===== config.mk =====
export PLATFORM = sky130hd
export DESIGN_NAME = dewc_top
export DESIGN_NICKNAME = d
export VERILOG_FILES = /design/src/hdl/dewc_pkg.sv /design/src/hdl/dewc_latch_slot.sv /design/src/hdl/dewc_top.sv
export SDC_FILE = /design/constraint.sdc
export NUM_CORES = 2
export LEC_CHECK = 0
export BUFFER_PORTS_ARGS = -buffer_cell sky130_fd_sc_hd__buf_2
export CORE_ASPECT_RATIO = 1.75
export CORE_MARGIN = 2
export CORE_UTILIZATION = 45
export CTS_CLUSTER_DIAMETER = 50
export CTS_CLUSTER_SIZE = 16
export DETAILED_ROUTE_END_ITERATION = 10
export GPL_TIMING_DRIVEN = 0
export PLACE_DENSITY = 0.65
export SYNTH_ARGS = -nofsm -noshare
export SYNTH_HDL_FRONTEND = slang
export SYNTH_HIERARCHICAL = 1
export SYNTH_SLANG_ARGS = --single-unit
export TNS_END_PERCENT = 10

===== constraint.sdc =====
create_clock -name clock -period 3.55 [get_ports clock]
set_input_delay 0.355 -clock clock [delete_from_list [all_inputs] [get_ports clock]]
set_output_delay 0.355 -clock clock [all_outputs]
set_load 0.02 [all_outputs]

===== src/hdl/dewc_pkg.sv =====
// shared constants and carrier types for the data eeprom write controller
package dewc_pkg;

  localparam int          DEWC_ADDR_W      = 16;
  localparam int          DEWC_DATA_W      = 8;
  localparam int          DEWC_LATCHES     = 32;
  localparam int          DEWC_SLOT_W      = 5;

  // register map
  localparam logic [15:0] DEWC_FLASH_CTRL_ADDR  = 16'h002F;
  localparam logic [15:0] DEWC_EEPROM_CTRL_ADDR = 16'h0030;
  localparam logic [7:0]  DEWC_FLASH_CTRL_RST   = 8'h00;
  localparam logic [7:0]  DEWC_EEPROM_CTRL_RST  = 8'h00;

  // eeprom_prog_control fields
  localparam int          DEWC_TRIG_BIT    = 0;
  localparam int          DEWC_WMS_BIT     = 1;
  localparam logic [5:0]  DEWC_EECTRL_PAD  = 6'h00;

  // flash_prog_control fields
  localparam int          DEWC_FPS_BIT     = 0;
  localparam int          DEWC_FHB_BIT     = 1;
  localparam int          DEWC_FCS_BIT     = 2;
  localparam logic [4:0]  DEWC_FCTRL_PAD   = 5'h00;

  // erased cell content and eeprom window
  localparam logic [7:0]  DEWC_ERASED      = 8'hFF;
  localparam logic [15:0] DEWC_EE_BASE     = 16'h1000;
  localparam int          DEWC_EE_BYTES    = 128;
  localparam int          DEWC_PROG_CYCLES = 4000;

  typedef struct packed {
    logic                   rd;
    logic                   wr;
    logic [DEWC_ADDR_W-1:0] addr;
    logic [DEWC_DATA_W-1:0] wdata;
  } dewc_bus_req_t;

  typedef struct packed {
    logic flash_cfgrow_select;
    logic flash_hold_bit;
    logic flash_prog_start;
  } dewc_flash_ctrl_t;

  typedef enum logic [0:0] {
    DEWC_IDLE,
    DEWC_PROG
  } dewc_state_t;

endpackage


===== src/hdl/dewc_latch_slot.sv =====
// one byte of the page latch, and-ing repeated writes
`timescale 1ns/1ps
module dewc_latch_slot #(
  parameter int DATA_W = 8
) (
  input  wire logic              clock,
  input  wire logic              rst_n,
  input  wire logic              wr_en,
  input  wire logic [DATA_W-1:0] wdata,
  input  wire logic              clear,
  output logic      [DATA_W-1:0] data,
  output logic                   valid
);

  always_ff @(posedge clock or negedge rst_n) begin
    if (!rst_n) begin
      data  <= '1;
      valid <= 1'b0;
    end else if (clear) begin
      data  <= '1;
      valid <= 1'b0;
    end else if (wr_en) begin
      data  <= data & wdata;
      valid <= 1'b1;
    end
  end
endmodule // dewc_latch_slot


===== src/hdl/dewc_top.sv =====
// data eeprom write controller: page latch, programming timer, registers
`timescale 1ns/1ps
module dewc_top
  import dewc_pkg::*;
#(
  parameter logic [15:0] EE_BASE     = DEWC_EE_BASE,
  parameter int          EE_BYTES    = DEWC_EE_BYTES,
  parameter int          PROG_CYCLES = DEWC_PROG_CYCLES
) (
  input  wire logic             clock,
  input  wire logic             rst_n,
  input  wire dewc_bus_req_t    bus_req,
  input  wire logic             wait_req,
  input  wire logic             halt_req,
  input  wire logic             rop_enable,
  output logic [7:0]            bus_rdata,
  output logic                  bus_rdata_oe,
  output dewc_flash_ctrl_t      flash_ctrl,
  output logic                  eeprom_lowpower,
  output logic                  eeprom_halted,
  output logic                  full_erase_req
);

  localparam int OFF_W = $clog2(EE_BYTES);
  localparam int ROW_W = OFF_W - DEWC_SLOT_W;
  localparam int CNT_W = $clog2(PROG_CYCLES + 1);
  localparam logic [CNT_W-1:0] CNT_LAST = CNT_W'(PROG_CYCLES - 1);
  localparam logic [15:0] EE_END = 16'(int'(EE_BASE) + EE_BYTES);

  //////////////////////////////////////////////////////////////////////////
  // state

  dewc_state_t              state;
  logic [CNT_W-1:0]         cnt;
  logic                     trig;
  logic                     wms;
  logic [ROW_W-1:0]         row;
  logic                     rop_q;
  logic [7:0]               mem [EE_BYTES];
  logic [7:0]               slot_data  [DEWC_LATCHES];
  logic [DEWC_LATCHES-1:0]  slot_valid;

  //////////////////////////////////////////////////////////////////////////
  // address decode

  logic             in_ee;
  logic [OFF_W-1:0] ee_off;
  logic             hit_eectl;
  logic             hit_fctl;
  logic             wr_ee;
  logic             rd_ee;
  logic             wr_eectl;
  logic             wr_fctl;

  always_comb begin
    in_ee     = (bus_req.addr >= EE_BASE) && (bus_req.addr < EE_END);
    ee_off    = OFF_W'(bus_req.addr - EE_BASE);
    hit_eectl = 1'b0;
    hit_fctl  = 1'b0;
    if (bus_req.addr == DEWC_EEPROM_CTRL_ADDR) begin
      hit_eectl = 1'b1;
    end else if (bus_req.addr == DEWC_FLASH_CTRL_ADDR) begin
      hit_fctl = 1'b1;
    end
    wr_ee    = bus_req.wr && in_ee;
    rd_ee    = bus_req.rd && in_ee;
    wr_eectl = bus_req.wr && hit_eectl;
    wr_fctl  = bus_req.wr && hit_fctl;
  end

  //////////////////////////////////////////////////////////////////////////
  // control events

  logic rop_fall;
  logic sw_start;
  logic sw_abort;
  logic hw_abort;
  logic prog_done;
  logic latch_wr;
  logic latch_clear;
  logic wms_sw_clear;

  always_comb begin
    // protection removal is seen only once the strap has been sampled
    rop_fall  = rop_q && !rop_enable;
    sw_start  = wr_eectl && bus_req.wdata[DEWC_TRIG_BIT] && !trig
                && (wms || bus_req.wdata[DEWC_WMS_BIT])
                && (state == DEWC_IDLE) && !halt_req && !rop_enable
                && !rop_fall && !eeprom_lowpower;
    sw_abort  = wr_eectl && !bus_req.wdata[DEWC_TRIG_BIT] && trig;
    hw_abort  = halt_req || rop_fall;
    prog_done = (state == DEWC_PROG) && (cnt == CNT_LAST)
                && !sw_abort && !hw_abort;
    // write mode only, no programming running, not protected
    latch_wr  = wr_ee && wms && !trig && (state == DEWC_IDLE)
                && !rop_enable;
    wms_sw_clear = wr_eectl && !bus_req.wdata[DEWC_WMS_BIT] && !trig
                   && wms;
    latch_clear  = prog_done || wms_sw_clear;
  end

  //////////////////////////////////////////////////////////////////////////
  // page latch: 32 slots, no read path back to the bus

  for (genvar i = 0; i < DEWC_LATCHES; i++) begin : g_slot
    dewc_latch_slot #(
      .DATA_W (DEWC_DATA_W)
    ) u_slot (
      .clock (clock),
      .rst_n (rst_n),
      .wr_en (latch_wr && (ee_off[DEWC_SLOT_W-1:0] == DEWC_SLOT_W'(i))),
      .wdata (bus_req.wdata),
      .clear (latch_clear),
      .data  (slot_data[i]),
      .valid (slot_valid[i])
    );
  end

  // row follows the last latch write; software keeps it constant
  always_ff @(posedge clock or negedge rst_n) begin
    if (!rst_n) begin
      row <= '0;
    end else if (latch_wr) begin
      row <= ee_off[OFF_W-1:DEWC_SLOT_W];
    end
  end

  //////////////////////////////////////////////////////////////////////////
  // eeprom_prog_control bits

  always_ff @(posedge clock or negedge rst_n) begin
    if (!rst_n) begin
      trig <= DEWC_EEPROM_CTRL_RST[DEWC_TRIG_BIT];
      wms  <= DEWC_EEPROM_CTRL_RST[DEWC_WMS_BIT];
    end else if (prog_done) begin
      trig <= 1'b0;
      wms  <= 1'b0;
    end else if (hw_abort) begin
      trig <= 1'b0;
    end else if (wr_eectl) begin
      if (sw_start) begin
        trig <= 1'b1;
      end else if (sw_abort) begin
        trig <= 1'b0;
      end
      if (bus_req.wdata[DEWC_WMS_BIT]) begin
        wms <= 1'b1;
      end else if (!trig) begin
        wms <= 1'b0;
      end
    end
  end

  //////////////////////////////////////////////////////////////////////////
  // programming sequencer

  always_ff @(posedge clock or negedge rst_n) begin
    if (!rst_n) begin
      state <= DEWC_IDLE;
      cnt   <= '0;
    end else begin
      case (state)
        DEWC_IDLE: begin
          cnt <= '0;
          if (sw_start) begin
            state <= DEWC_PROG;
          end
        end
        DEWC_PROG: begin
          if (sw_abort || hw_abort) begin
            state <= DEWC_IDLE;
          end else if (cnt == CNT_LAST) begin
            state <= DEWC_IDLE;
          end else begin
            cnt <= cnt + CNT_W'(1);
          end
        end
        default: state <= DEWC_IDLE;
      endcase
    end
  end

  //////////////////////////////////////////////////////////////////////////
  // array: commits at the end of a cycle; a halt or software abort leaves it untouched here (protection removal erases it),
  // real cells may be left half programmed

  always_ff @(posedge clock) begin
    if (rop_fall) begin
      for (int a = 0; a < EE_BYTES; a++) begin
        mem[a] <= DEWC_ERASED;
      end
    end else if (prog_done) begin
      for (int b = 0; b < DEWC_LATCHES; b++) begin
        if (slot_valid[b]) begin
          mem[{row, DEWC_SLOT_W'(b)}] <= slot_data[b];
        end
      end
    end
  end

  //////////////////////////////////////////////////////////////////////////
  // protection strap, erase request, power modes

  always_ff @(posedge clock or negedge rst_n) begin
    if (!rst_n) begin
      rop_q          <= 1'b0;
      full_erase_req <= 1'b0;
    end else begin
      rop_q          <= rop_enable;
      full_erase_req <= rop_fall;
    end
  end

  always_ff @(posedge clock or negedge rst_n) begin
    if (!rst_n) begin
      eeprom_lowpower <= 1'b0;
      eeprom_halted   <= 1'b0;
    end else begin
      // a running cycle is finished before low power is entered
      eeprom_lowpower <= wait_req && (state == DEWC_IDLE)
                         && !sw_start;
      eeprom_halted   <= halt_req;
    end
  end

  //////////////////////////////////////////////////////////////////////////
  // flash_prog_control

  always_ff @(posedge clock or negedge rst_n) begin
    if (!rst_n) begin
      flash_ctrl.flash_cfgrow_select <= DEWC_FLASH_CTRL_RST[DEWC_FCS_BIT];
      flash_ctrl.flash_hold_bit      <= DEWC_FLASH_CTRL_RST[DEWC_FHB_BIT];
      flash_ctrl.flash_prog_start    <= DEWC_FLASH_CTRL_RST[DEWC_FPS_BIT];
    end else if (wr_fctl) begin
      flash_ctrl.flash_cfgrow_select <= bus_req.wdata[DEWC_FCS_BIT];
      flash_ctrl.flash_hold_bit      <= bus_req.wdata[DEWC_FHB_BIT];
      flash_ctrl.flash_prog_start    <= bus_req.wdata[DEWC_FPS_BIT];
    end
  end

  //////////////////////////////////////////////////////////////////////////
  // read path, answered one cycle after the request

  always_ff @(posedge clock or negedge rst_n) begin
    if (!rst_n) begin
      bus_rdata    <= 8'h00;
      bus_rdata_oe <= 1'b0;
    end else begin
      bus_rdata_oe <= 1'b0;
      if (bus_req.rd && hit_eectl) begin
        bus_rdata    <= {DEWC_EECTRL_PAD, wms, trig};
        bus_rdata_oe <= 1'b1;
      end else if (bus_req.rd && hit_fctl) begin
        bus_rdata    <= {DEWC_FCTRL_PAD, flash_ctrl.flash_cfgrow_select,
                         flash_ctrl.flash_hold_bit,
                         flash_ctrl.flash_prog_start};
        bus_rdata_oe <= 1'b1;
      end else if (rd_ee && !wms && !rop_enable) begin
        bus_rdata    <= mem[ee_off];
        bus_rdata_oe <= 1'b1;
      end
    end
  end
endmodule // dewc_top


==> impl_metrics.toml <==
[final_layout]
syn_to_final_growth_pct = 10.5
drive_gt1_share_pct = 21.5
multi_input_area_um2 = 19100
ff_latch_area_um2 = 39100
final_net_count = 4637
fill_cells = 11345

[floorplanning]
die_w_um = 279
num_rows = 176
die_y_um = 485
initial_core_util_pct = 45.3
die_area_um2 = 135000
core_um2 = 131000
num_io_pins = 46

[drt]
drt_iter0_drc = 6850
via_per_inst = 6.52
drc = 0
wire_per_inst_um = 41.5
route.antenna.remaining_nets = 0
dr.pass1.iters = 9
wl_um = 266000
num_vias = 41809

[logic_synthesis]
synth_top_area_cell = "edfxtp_1"
synth_nets = 4473
yosys_warnings = 6
synthCells = 4441
yosysSeqAreaShare_pct = 65.7
avgSynthCellArea_um2 = 13.4
syn_area_um2 = 59500
synthMuxAreaShare_pct = 11.1
yosys.area.top_type_share_pct = 51.7
ys_types = 65
synthArstFlopShare_pct = 23.9
synth_top_family_by_area = "simple AND/OR/NAND/NOR gates"
synth_seq_cells = 1345
yosysMostFrequentCell = "nand2_1"
synthTopCellsByCount = "1,332 x nand2_1, 1,024 x edfxtp_1, 276 x mux4_2, 264 x nand2b_1, 259 x nor2b_1"
yosys_most_used_dff = "edfxtp_1"
yosys.area_share.xor_xnor_pct = 0.133
synth_compound_area_share_pct = 4.82
synth-edff-count = 1024
synth_fa_ha_area_share_pct = 0.0210
synth-simple-area-share_pct = 15.7
synth_area_leaders = "edfxtp_1 52%, dfstp_2 11%, mux4_2 10%"

[placement]
port_buffers = 41
dp_hpwl_um = 191000
gp_congestion = 1.14

[timing]
grt_setup_unrepaired = "yes"
min_period_ns = 3.88
skew_ns = 0.0399
slew_viol_final = 77
worst_pin_slew_ns = 1.66
setup_viol_count_final = 303
hold_violations = 0
layout_setup_ws_ns = -0.325
max-slew-margin-rel_pct = -10.6
timing.fmax_mhz = 258
min_period_over_period_pct = 109
setup_tns_ns = -30.65

[setup_path]
crit_slowest_cell = "clkbuf_1"
cp-startpoint = "bus_req[12]"
critPathCapture = "mem[7][2]"
crit_family = "simple AND/OR/NAND/NOR gates"
crit_arrival_ns = 4.15
path_depth = 10
worstPathMaxFanout = 10
cp-start-kind = "primary input"
r2r_setup_slack_ns = -0.09
critPathMaxStageDelay_ns = 0.65
r2r_start = "cnt[0]"
worstPathRequired_ns = 3.83
reg2reg_depth = 8
crit_path_end_kind = "flip-flop"
critPathKind = "primary input to flip-flop"
timing.rr.end = "mem[69][3]"
path_buf_inv = 4
crit_chain = "clkbuf_1, nand2b_1, nor4_4, a41o_1, buf_4, nor4_4, buf_4, clkbuf_2, nand2_1, nand2_1"

[clocking]
htree_levels = 3
cts_tree = "built"
cts_buffers = 107
clkTransAtPathRegs_ns = 0.07
clk_latency_ns = 0.78
clock-sinks = 1345
cts_root_buf = "clkbuf_16"
clk_path_buf_depth = 3

[outcome]
status = "finished, violations left"
violations = "capacitance limit, slew limit, setup timing"

[power_and_ir_drop]
leakage_nw = 24.3
fin_total_pwr_mw = 33.1
peakVddDrop_uv = 403
power.density_nw_per_um2 = 503

[flow_run]
maxCapViolCount = 5

[global_route]
antenna_found_initial = 28
grt_max_degree = 115
grt_pass1_wl_um = 353000
grt.overflow.total = 0
first_global_vias = 40861
grt_usage_pct = 39.6

[hold_path]
hp-class = "primary input to flip-flop"
[flip-flops by register name, indices dropped and copies added, names as in the netlist]
register / count
state: 1
mem: 1024
g_slot.u_slot/valid: 32
rop_q: 1
wms: 1
trig: 1
eeprom_lowpower: 1
g_slot.u_slot/data: 256
full_erase_req: 1
bus_rdata_oe: 1
row: 2
cnt: 12
eeprom_halted: 1
bus_rdata: 8
flash_ctrl: 3
[cell families (layout without fill, tap and decap cells)]
group,count (synthesis),count (layout)
other,0,19
DFF,1345,1345
muxes,315,315
AOI/OAI and AO/OA,394,394
and+or+nand+nor,2066,2066
xor gates and xnor gates,9,9
adders and majority gates,1,1
buffers and inverters,311,568
[stage by stage]
step                      setup WS [ns]  area, um^2  utilization (%)  hold WS (ns)  std cells
after detailed placement          -1.42       62000             47.2         0.501       6178
after global placement            -5.80       61800             47.1         0.497       6173
after floorplan                  0.0415       59500                -        0.0594       4441
after global routing             -0.229       65700             50.1         0.166       6391
after CTS                       -0.0231       65600             49.9         0.100       6384
final                            -0.325       65700             50.1         0.139       6408
[where the power goes]
group	internal (mW)	switching (mW)	total [mW]
Sequential	17.8	0.301	18.1
Combinational	0.788	1.88	2.67
Clock	6.15	6.18	12.3
[per-layer routing]
metal  vias up  global-route usage [%]  wire, um
met1     21029                    40.4     76700
met3      1205                    10.7     28800
met4        16                    42.0     35800
li1      16092                       -         -
met5         -                   0.217       100
met2      3467                    63.2    124000
[layout make-up]
| class | count | area share, % |
|---|---|---|
| sequential | 1345 | 59.5 |
| tap | 1691 | 3.22 |
| timing repair buffer | 56 | 0.662 |
| buffer | 294 | 2.21 |
| clock inverter | 42 | 0.647 |
| clock buffer | 160 | 4.54 |
| multi-input combinational | 2785 | 29.1 |
| antenna | 19 | 0.0723 |
| inverter | 16 | 0.0913 |
[worst register-to-register path, stage by stage, from the launching register on]
cell,delay (ns)
dfrtp_1,0.40
ha_1,0.22
nand4bb_1,0.14
nor3_1,0.20
nand2_1,0.38
nor4_4,0.58
buf_2,0.66
nand2_1,0.14
nand2_1,0.54
[how the worst min path moves through the flow]
stage                              startpoint                   endpoint  slack [ns]  depth (start not counted)
detailed placement  g_slot[21].u_slot/data[4]  g_slot[21].u_slot/data[4]        0.50                          1
CTS                                bus_req[9]                       trig        0.10                          4
finish                             bus_req[9]                       trig        0.14                          4
global placement    g_slot[22].u_slot/data[6]  g_slot[22].u_slot/data[6]        0.50                          1
floorplan                               rst_n               bus_rdata[0]        0.06                          0
global route                       bus_req[9]                       trig        0.17                          4
[cell usage in the layout, fill, tap and decap left out, drive strengths merged, types with 114 or more instances in the layout]
cell    netlist  routed
nor2        114     114
nor2b       259     259
dfstp       256     256
buf         157     214
a21o        257     257
clkbuf      138     292
nand2      1332    1332
nand2b      264     264
edfxtp     1024    1024
mux4        276     276
[what timing repair did]
item | 4_1_cts | 5_1_grt
hold endpoints to repair | 16 | 0
hold buffers | 4 | 0
pin swaps | 0 | 1
resized for setup | 50 | 44
buffers inserted | 0 | 6
endpoints found under the setup margin | 1293 | 1356
Note: power is estimated with default switching activity, not from simulation.
